<file path="config.mk">
export PLATFORM = sky130hd
export DESIGN_NAME = vpm_top
export DESIGN_NICKNAME = d
export VERILOG_FILES = /design/src/vpm_pkg.sv /design/src/vpm_store_if.sv /design/src/vpm_map_store.sv /design/src/vpm_top.sv
export SDC_FILE = /design/constraint.sdc
export NUM_CORES = 1
export LEC_CHECK = 0
export BUFFER_PORTS_ARGS = -buffer_cell sky130_fd_sc_hd__buf_4
export CORE_UTILIZATION = 56
export CTS_CLUSTER_SIZE = 30
export DETAILED_ROUTE_END_ITERATION = 8
export HOLD_SLACK_MARGIN = 0.1
export PLACE_DENSITY = 0.95
export SLEW_MARGIN = 20
export SYNTH_ARGS = -nofsm -noshare
export SYNTH_HDL_FRONTEND = slang
export SYNTH_HIERARCHICAL = 1
export SYNTH_SLANG_ARGS = --single-unit
</file>
<file path="constraint.sdc">
create_clock -name i_clk_sys -period 2.47 [get_ports i_clk_sys]
set_input_delay 0.247 -clock i_clk_sys [delete_from_list [all_inputs] [get_ports i_clk_sys]]
set_output_delay 0.247 -clock i_clk_sys [all_outputs]
set_load 0.02 [all_outputs]
</file>
<file path="src/vpm_pkg.sv">
// Purpose: shared constants and types for the virtual partition map block
// Assumes: one core clock, system-register requests arrive from core logic on that clock
// Notes: map registers 1 and 2 only; map registers 0 and 3 onward live elsewhere
// Notes on behaviour
// map registers are written by move-to and read by move-from register instructions
// decode op0 11, op1 100, CRn 1010, CRm 0110 for both registers
// op2 001 selects map register 1, op2 010 selects map register 2
// map register 2 holds physical ids for virtual ids 8 to 11
// register 2 entries: id 11 [63:48], 10 [47:32], 9 [31:16], 8 [15:0]
// each map register is 64 bits wide
// highest map register index reports last implemented register, at most 7
// highest index zero means only map register 0 exists
// register 2 exists only with hypervisor control present and highest index above 1
// el1 and el0 identifiers translate only when their map enable bit is set
// entry n is valid only while map entry valid bit n is 1
// map contents are ignored when el2 is not enabled in current security state
// map fields may reset to unknown values; software programs them first
// el0 denied, el3 read-write always, el2 only with non-secure or secure el2
// nested virt with memory and no general trap redirects el1 to base plus offset
// general trap with el2 enabled makes el1 access not applicable
// trap lower levels sends every el2 access to el3
// trap lower levels with nested virt only sends el1 access to el3
// el1 traps to el2 under host extension and nested virt without memory
// map register 1 holds virtual ids 4 to 7, lowest at [15:0]
// register 1 exists only with hypervisor control present and highest index above 0
// valid enabled entries replace the virtual id on outgoing requests
package vpm_pkg;
	localparam int VPM_DATA_W = 64;
	localparam int VPM_ID_W = 16;
	localparam int VPM_ENTRY_W = 16;
	localparam int VPM_ENTRIES_PER_REG = 4;
	localparam int VPM_REG_COUNT = 2;
	localparam int VPM_FIRST_VID = 4;
	localparam int VPM_VALID_W = 32;
	localparam int VPM_BASE_W = 52;
	localparam int VPM_BASE_SHIFT = 12;
	localparam logic [1:0] VPM_OP0 = 2'h3;
	localparam logic [2:0] VPM_OP1 = 3'h4;
	localparam logic [3:0] VPM_CRN = 4'hA;
	localparam logic [3:0] VPM_CRM = 4'h6;
	localparam logic [2:0] VPM_OP2_MAP1 = 3'h1;
	localparam logic [2:0] VPM_OP2_MAP2 = 3'h2;
	localparam logic [2:0] VPM_MIN_INDEX_MAP1 = 3'h0;
	localparam logic [2:0] VPM_MIN_INDEX_MAP2 = 3'h1;
	localparam logic [11:0] VPM_MEM_OFS_MAP1 = 12'h948;
	localparam logic [11:0] VPM_MEM_OFS_MAP2 = 12'h950;
	localparam logic [VPM_DATA_W-1:0] VPM_RDATA_RESET = 64'h0000_0000_0000_0000;
	localparam logic [VPM_ID_W-1:0] VPM_ID_RESET = 16'h0000;

	typedef enum logic [1:0] {
		VPM_EL0 = 2'h0,
		VPM_EL1 = 2'h1,
		VPM_EL2 = 2'h2,
		VPM_EL3 = 2'h3
	} vpm_el_t;

	typedef enum logic [2:0] {
		VPM_RESP_OK = 3'h0,
		VPM_RESP_UNDEF = 3'h1,
		VPM_RESP_TRAP_EL2 = 3'h3,
		VPM_RESP_TRAP_EL3 = 3'h2,
		VPM_RESP_MEM = 3'h6
	} vpm_resp_t;
endpackage : vpm_pkg

</file>
<file path="src/vpm_store_if.sv">
// Purpose: carrier between the access logic and the map storage
// Assumes: all signals on the core clock
// Notes: lookup ports a and b serve the el1 and el0 identifiers
`timescale 1ns/1ps
interface vpm_store_if;
	import vpm_pkg::*;
	logic wr_en;
	logic [0:0] sel;
	logic [VPM_DATA_W-1:0] wdata;
	logic [VPM_DATA_W-1:0] rdata;
	logic [VPM_ID_W-1:0] vid_a;
	logic [VPM_ID_W-1:0] vid_b;
	logic [VPM_ID_W-1:0] pid_a;
	logic [VPM_ID_W-1:0] pid_b;
	logic hit_a;
	logic hit_b;
	modport store (input wr_en, sel, wdata, vid_a, vid_b, output rdata, pid_a, pid_b, hit_a, hit_b);
	modport user (output wr_en, sel, wdata, vid_a, vid_b, input rdata, pid_a, pid_b, hit_a, hit_b);
endinterface : vpm_store_if

</file>
<file path="src/vpm_map_store.sv">
// Purpose: storage of the map registers and lookup of physical identifiers
// Assumes: writes arrive only after access checks passed
// Notes: contents have no reset; they stay unknown until software writes them
`timescale 1ns/1ps
module vpm_map_store
	import vpm_pkg::*;
#(
	parameter int REGS = VPM_REG_COUNT
) (
	input wire logic i_clk_sys,
	vpm_store_if.store bus
);
	logic [VPM_DATA_W-1:0] mem [REGS];

	// no reset on purpose: the fields are allowed to come up unknown
	always_ff @(posedge i_clk_sys) begin
		if (bus.wr_en) begin
			mem[bus.sel] <= bus.wdata;
		end
	end

	assign bus.rdata = mem[bus.sel];

	function automatic logic in_range(input logic [VPM_ID_W-1:0] vid);
		return (vid >= VPM_ID_W'(VPM_FIRST_VID)) &&
			(vid < VPM_ID_W'(VPM_FIRST_VID + REGS * VPM_ENTRIES_PER_REG));
	endfunction : in_range

	// entry k of a register sits at [16k+15:16k], lowest virtual id lowest
	function automatic logic [VPM_ID_W-1:0] entry_of(input logic [VPM_ID_W-1:0] vid);
		logic [VPM_ID_W-1:0] ofs;
		ofs = vid - VPM_ID_W'(VPM_FIRST_VID);
		return mem[ofs[2]][6'(ofs[1:0]) * 6'(VPM_ENTRY_W) +: VPM_ENTRY_W];
	endfunction : entry_of

	assign bus.hit_a = in_range(bus.vid_a);
	assign bus.hit_b = in_range(bus.vid_b);
	assign bus.pid_a = bus.hit_a ? entry_of(bus.vid_a) : bus.vid_a;
	assign bus.pid_b = bus.hit_b ? entry_of(bus.vid_b) : bus.vid_b;
endmodule : vpm_map_store

</file>
<file path="src/vpm_top.sv">
// Purpose: system-register access, access control and id translation for map registers 1 and 2
// Assumes: request fields and configuration bits come from core logic on i_clk_sys
// Notes: every request decoded as map register 1 or 2 answers one cycle later with a single-cycle response pulse
`timescale 1ns/1ps
module vpm_top
	import vpm_pkg::*;
(
	input wire logic i_clk_sys,
	input wire logic i_reset_n,
	input wire logic i_req_valid,
	input wire logic i_req_write,
	input wire logic [1:0] i_req_el,
	input wire logic [1:0] i_op0,
	input wire logic [2:0] i_op1,
	input wire logic [3:0] i_crn,
	input wire logic [3:0] i_crm,
	input wire logic [2:0] i_op2,
	input wire logic [VPM_DATA_W-1:0] i_wdata,
	input wire logic i_hypervisor_control_present,
	input wire logic [2:0] i_highest_map_register_index,
	input wire logic i_non_secure,
	input wire logic i_secure_el2_enable,
	input wire logic i_el2_uses_64bit,
	input wire logic i_host_extension,
	input wire logic i_nested_virt,
	input wire logic i_nested_virt_memory,
	input wire logic i_trap_general_exceptions,
	input wire logic i_trap_lower_levels,
	input wire logic [VPM_BASE_W-1:0] i_base_address_field,
	input wire logic i_el1_map_enable,
	input wire logic i_el0_map_enable,
	input wire logic [VPM_VALID_W-1:0] i_map_entry_valid_bits,
	input wire logic [VPM_ID_W-1:0] i_el1_partition_identifier,
	input wire logic [VPM_ID_W-1:0] i_el0_partition_identifier,
	output logic o_resp_valid,
	output logic [2:0] o_resp_kind,
	output logic [VPM_DATA_W-1:0] o_rdata,
	output logic [VPM_DATA_W-1:0] o_mem_addr,
	output logic [VPM_ID_W-1:0] o_el1_phys_id,
	output logic [VPM_ID_W-1:0] o_el0_phys_id,
	output logic o_el1_mapped,
	output logic o_el0_mapped
);
	vpm_store_if sbus ();

	wire common_enc;
	wire hit_map1;
	wire hit_map2;
	wire req_hit;
	wire present;
	wire el2_on;
	wire nv_redirect;
	wire nv_only;
	vpm_resp_t el1_kind;
	vpm_resp_t el2_kind;
	vpm_resp_t el_kind;
	vpm_resp_t next_kind;
	wire acc_ok;
	wire [VPM_DATA_W-1:0] next_mem_addr;
	wire [VPM_DATA_W-1:0] next_rdata;
	wire next_el1_mapped;
	wire next_el0_mapped;

	assign common_enc = (i_op0 == VPM_OP0) && (i_op1 == VPM_OP1) &&
		(i_crn == VPM_CRN) && (i_crm == VPM_CRM);
	assign hit_map1 = common_enc && (i_op2 == VPM_OP2_MAP1);
	assign hit_map2 = common_enc && (i_op2 == VPM_OP2_MAP2);
	assign req_hit = hit_map1 || hit_map2;

	// the index field also bounds how many map registers exist at all
	assign present = i_hypervisor_control_present &&
		(hit_map2 ? (i_highest_map_register_index > VPM_MIN_INDEX_MAP2)
			: (i_highest_map_register_index > VPM_MIN_INDEX_MAP1));

	assign el2_on = i_non_secure || i_secure_el2_enable;
	assign nv_redirect = i_nested_virt && i_nested_virt_memory;
	assign nv_only = i_nested_virt && !i_nested_virt_memory;

	// priority follows the trap order: el3 trap, not applicable, redirect, el2 trap
	assign el1_kind = (i_trap_lower_levels && nv_only) ? VPM_RESP_TRAP_EL3 :
		(el2_on && i_trap_general_exceptions) ? VPM_RESP_UNDEF :
		nv_redirect ? VPM_RESP_MEM :
		(!i_trap_lower_levels && el2_on && i_el2_uses_64bit && i_host_extension && nv_only)
			? VPM_RESP_TRAP_EL2 : VPM_RESP_UNDEF;
	assign el2_kind = i_trap_lower_levels ? VPM_RESP_TRAP_EL3 :
		el2_on ? VPM_RESP_OK : VPM_RESP_UNDEF;
	assign el_kind = (i_req_el == VPM_EL3) ? VPM_RESP_OK :
		(i_req_el == VPM_EL2) ? el2_kind :
		(i_req_el == VPM_EL1) ? el1_kind : VPM_RESP_UNDEF;
	assign next_kind = present ? el_kind : VPM_RESP_UNDEF;
	assign acc_ok = i_req_valid && req_hit && (next_kind == VPM_RESP_OK);

	assign sbus.wr_en = acc_ok && i_req_write;
	assign sbus.sel = hit_map2 ? 1'b1 : 1'b0;
	assign sbus.wdata = i_wdata;
	assign next_rdata = (acc_ok && !i_req_write) ? sbus.rdata : VPM_RDATA_RESET;

	// the core performs the redirected load or store itself at this address
	assign next_mem_addr = (VPM_DATA_W'(i_base_address_field) << VPM_BASE_SHIFT) +
		VPM_DATA_W'(hit_map2 ? VPM_MEM_OFS_MAP2 : VPM_MEM_OFS_MAP1);

	assign sbus.vid_a = i_el1_partition_identifier;
	assign sbus.vid_b = i_el0_partition_identifier;
	// ids outside 4..11 pass through; other map registers handle them
	assign next_el1_mapped = el2_on && i_el1_map_enable && sbus.hit_a &&
		i_map_entry_valid_bits[i_el1_partition_identifier[4:0]];
	assign next_el0_mapped = el2_on && i_el0_map_enable && sbus.hit_b &&
		i_map_entry_valid_bits[i_el0_partition_identifier[4:0]];

	vpm_map_store #(
		.REGS(VPM_REG_COUNT)
	) u_store (
		.i_clk_sys(i_clk_sys),
		.bus(sbus.store)
	);

	always_ff @(posedge i_clk_sys or negedge i_reset_n) begin
		if (!i_reset_n) begin
			o_resp_valid <= 1'b0;
			o_resp_kind <= VPM_RESP_OK;
			o_rdata <= VPM_RDATA_RESET;
			o_mem_addr <= VPM_RDATA_RESET;
		end else begin
			o_resp_valid <= i_req_valid && req_hit;
			o_resp_kind <= (i_req_valid && req_hit) ? next_kind : VPM_RESP_OK;
			o_rdata <= next_rdata;
			o_mem_addr <= (i_req_valid && req_hit && next_kind == VPM_RESP_MEM)
				? next_mem_addr : VPM_RDATA_RESET;
		end
	end

	always_ff @(posedge i_clk_sys or negedge i_reset_n) begin
		if (!i_reset_n) begin
			o_el1_phys_id <= VPM_ID_RESET;
			o_el0_phys_id <= VPM_ID_RESET;
			o_el1_mapped <= 1'b0;
			o_el0_mapped <= 1'b0;
		end else begin
			o_el1_phys_id <= next_el1_mapped ? sbus.pid_a : i_el1_partition_identifier;
			o_el0_phys_id <= next_el0_mapped ? sbus.pid_b : i_el0_partition_identifier;
			o_el1_mapped <= next_el1_mapped;
			o_el0_mapped <= next_el0_mapped;
		end
	end
endmodule : vpm_top

</file>
==> impl_metrics.env <==
export IMPL_drt_initial_drc_count=1042
export IMPL_dp_hpwl_mm=29.1
export IMPL_grt_usage=0.405
export IMPL_port_buffers=374
export IMPL_gp_congestion=0.824
export IMPL_routedWlPerCell_um=27.7
export IMPL_maxSlewViolCount=0
export IMPL_min_period_ns=2.30
export IMPL_reg2reg_from="u_store/mem[1][13]$_DFFE_PP_"
export IMPL_critPathMaxStageDelay_ns=0.58
export IMPL_ff2ff_setup_slack_ns=0.50
export IMPL_end_kind="flip-flop"
export IMPL_path_clk_slew_ns=0.07
export IMPL_grt_setup_unrepaired="false"
export IMPL_first_pass_iters=5
export IMPL_yosys_warnings=6
export IMPL_cts_buffers=29
export IMPL_cts_root_buf="clkbuf_16"
export IMPL_r2r_end="o_el0_phys_id[13]$_DFF_PN0_"
export IMPL_fmax_ghz=0.435
export IMPL_worstPathArrival_ns=2.72
export IMPL_power_leakage_nw=8.53
export IMPL_ff2ff_path_depth=5
export IMPL_worstPathMaxFanout=11
export IMPL_nNetsFinal=1622
export IMPL_avgSynthCellArea_um2=15.0
export IMPL_vias_per_cell=6.19
export IMPL_min_path_type="input pin to flip-flop"
export IMPL_antenna_found_initial=2
export IMPL_synth_async_reset_ratio=0.551
export IMPL_ys_ff_latch=285
export IMPL_ant_nets=0
export IMPL_cts_buffer_depth=3
export IMPL_crit_type="input pin to flip-flop"
export IMPL_drive_above_1_share=0.430
export IMPL_placed_cell_area_um2=16400
export IMPL_synth_ff_type="dfrtp_1"
export IMPL_worst_ir_drop_vdd_mv=0.600
export IMPL_grt_pass1_wl_mm=70.4
export IMPL_start_kind="input pin"
export IMPL_cap_violations=0
export IMPL_crit_start="i_el1_partition_identifier[11]"
export IMPL_synth_distinct_cells=50
export IMPL_syn_to_final_growth_pct=44.4
export IMPL_final_area_um2=18800
export IMPL_cp_slowest_cell="dlygate4sd3_1"
export IMPL_ys_seq_area_frac=0.597
export IMPL_required_ns=2.89
export IMPL_die_area_um2=23900
export IMPL_synth_edff_count=128
export IMPL_first_global_vias=11200
export IMPL_grt_max_degree=71
export IMPL_tritoncts="built"
export IMPL_htreeDepth=1
export IMPL_status="complete, no violations"
export IMPL_cts_sinks=285
export IMPL_slew_headroom=0.539
export IMPL_final_hold_violation_count=0
export IMPL_die_h_um=154
export IMPL_syn_cell_area_um2=13000
export IMPL_worst_pin_slew_ns=0.674
export IMPL_final_setup_viol_count=0
export IMPL_initial_utilization=0.573
export IMPL_drt_drc_violations_left=0
export IMPL_rows=55
export IMPL_num_vias=10600
export IMPL_coreArea_um2=22700
export IMPL_power_density_nw_per_um2=567
export IMPL_die_w_um=154
export IMPL_grt_overflow=0
export IMPL_synthCells=867
export IMPL_whs_ns=0.139
export IMPL_cp_endpoint="o_el1_phys_id[6]$_DFF_PN0_"
export IMPL_finClkSkew_ns=0.0152
export IMPL_wirelength_mm=47.5
export IMPL_period_share=0.930
export IMPL_cp_common_cell="buf_4"
export IMPL_path_cells="dlygate4sd3_1 > buf_4 > nor4_1 > and4_1 > nand3_1 > a31oi_1 > nand3_2 > buf_4 > mux2_1"
export IMPL_clock_latency_ns=0.55
export IMPL_io_pins=382
## layout by cell type (no fill, tap or decap), types with 28 or more instances in the layout
| cell | count |
|---|---|
| edfxtp_1 | 128 |
| mux4_2 | 48 |
| and2_1 | 119 |
| dfrtp_1 | 157 |
| mux2_2 | 83 |
| clkbuf_16 | 29 |
| mux2i_1 | 67 |
| nor2_1 | 28 |
| dlygate4sd3_1 | 144 |
| buf_4 | 404 |
## how the worst min path moves through the flow
stage               slack [ns]  cells after the start                    endpoint                     startpoint
finish                    0.14                      5  o_el1_phys_id[4]$_DFF_PN0_               i_el1_map_enable
global route              0.18                      2  o_el0_phys_id[1]$_DFF_PN0_  i_el0_partition_identifier[1]
CTS                       0.11                      4    o_resp_kind[0]$_DFF_PN0_            i_trap_lower_levels
detailed placement        0.30                      1    o_mem_addr[49]$_DFF_PN0_                      i_reset_n
global placement          0.29                      1    o_mem_addr[49]$_DFF_PN0_                      i_reset_n
floorplan                -0.05                      0      o_el0_mapped$_DFF_PN0_                      i_reset_n
## what timing repair did
| item | 4_1_cts | 5_1_grt |
|---|---|---|
| hold buffers | 144 | 0 |
| setup buffers | 0 | 0 |
| setup endpoints to repair | 0 | 8 |
| hold endpoints to repair | 275 | 0 |
| gates resized for setup | 0 | 1 |
## report_power, final
part	leakage, nW	switching (mW)	internal, mW
clock	0.470	1.94	2.53
combinational	4.79	0.550	0.637
sequential	3.27	0.0119	4.98
total	8.53	2.50	8.15
## cell families after synthesis
| logic type | after synthesis | synth area share |
|---|---|---|
| compound gates | 88 | 0.0538 |
| xor+xnor | 3 | 0.00202 |
| buf+inv | 79 | 0.0360 |
| flops | 285 | 0.597 |
| mux | 212 | 0.218 |
| other cells | 1 | 0.000288 |
| simple gates | 199 | 0.0922 |
## flip-flops by register name, indices dropped and copies added, names as in the netlist, 3 cells and up
signal         cells
o_mem_addr        55
o_resp_kind        3
o_rdata           64
o_el1_phys_id     16
o_el0_phys_id     16
u_store/mem      128
## through the flow
| step | cells | power (mW) | utilization | worst slack, ns | setup TNS [ns] |
|---|---|---|---|---|---|
| 2_1_floorplan | 873 | 5.50 | - | -0.413 | -33.54 |
| 3_3_place_gp | 1516 | 6.01 | 0.721 | -0.00462 | -0.00462 |
| 3_5_place_dp | 1516 | 6.04 | 0.721 | -0.100 | -5.42 |
| 4_1_cts | 1714 | 10.6 | 0.827 | 0.0610 | 0 |
| 5_1_grt | 1715 | 10.9 | 0.827 | 0.00830 | 0 |
| 6_report | 1715 | 10.7 | 0.827 | 0.172 | 0 |
## Yosys cell counts (2+ instances only)
cell       count  share of area
dfrtp_1      157           0.30
edfxtp_1     128           0.30
and2_1       120          0.058
mux2_2        83          0.072
mux2i_1       67          0.052
mux4_2        48          0.083
nor2_1        28         0.0081
a21o_1        24          0.014
a221oi_1      24          0.016
buf_2         21         0.0081
buf_4         20          0.012
inv_1         16         0.0046
nand2_1       15         0.0043
mux2_1        14          0.012
clkbuf_1      13         0.0037
a21oi_1       12         0.0046
a31oi_1       10         0.0048
buf_6          8         0.0069
nor2b_1        6         0.0029
nor4_1         6         0.0029
nand3_1        4         0.0015
and4_1         3         0.0020
xor2_1         3         0.0020
a2111oi_0      2         0.0013
a2111oi_4      2         0.0042
a211o_1        2         0.0013
a211oi_1       2         0.0012
a221o_1        2         0.0015
nand3_2        2         0.0015
nand4bb_1      2         0.0017
nor3b_1        2         0.0012
o21ai_0        2        0.00077
o2bb2ai_1      2         0.0013
## worst max-delay path: cells and delay by family
| kind | cells | cell delay, ns |
|---|---|---|
| and+or+nand+nor | 4 | 0.96 |
| muxes | 1 | 0.34 |
| buffers and inverters | 3 | 0.95 |
| AOI/OAI and AO/OA | 1 | 0.23 |
## per-layer routing
| layer | vias to the layer above | GRT usage | wire length (um) |
|---|---|---|---|
| met5 | - | 0 | 13 |
| met4 | 2 | 0.251 | 3560 |
| met3 | 244 | 0.0916 | 4250 |
| met2 | 784 | 0.696 | 23700 |
| met1 | 5288 | 0.463 | 16000 |
| li1 | 4305 | - | - |
## layout make-up
class,instances,area [um2]
timing repair buffer,565,4810
antenna,1,2.50
inverter,16,60.1
tap,285,357
multi-input combinational,509,4840
fill,1072,3920
clock buffer,32,757
sequential,285,7770
clock inverter,22,199
Power figures use the tool's default switching activity.
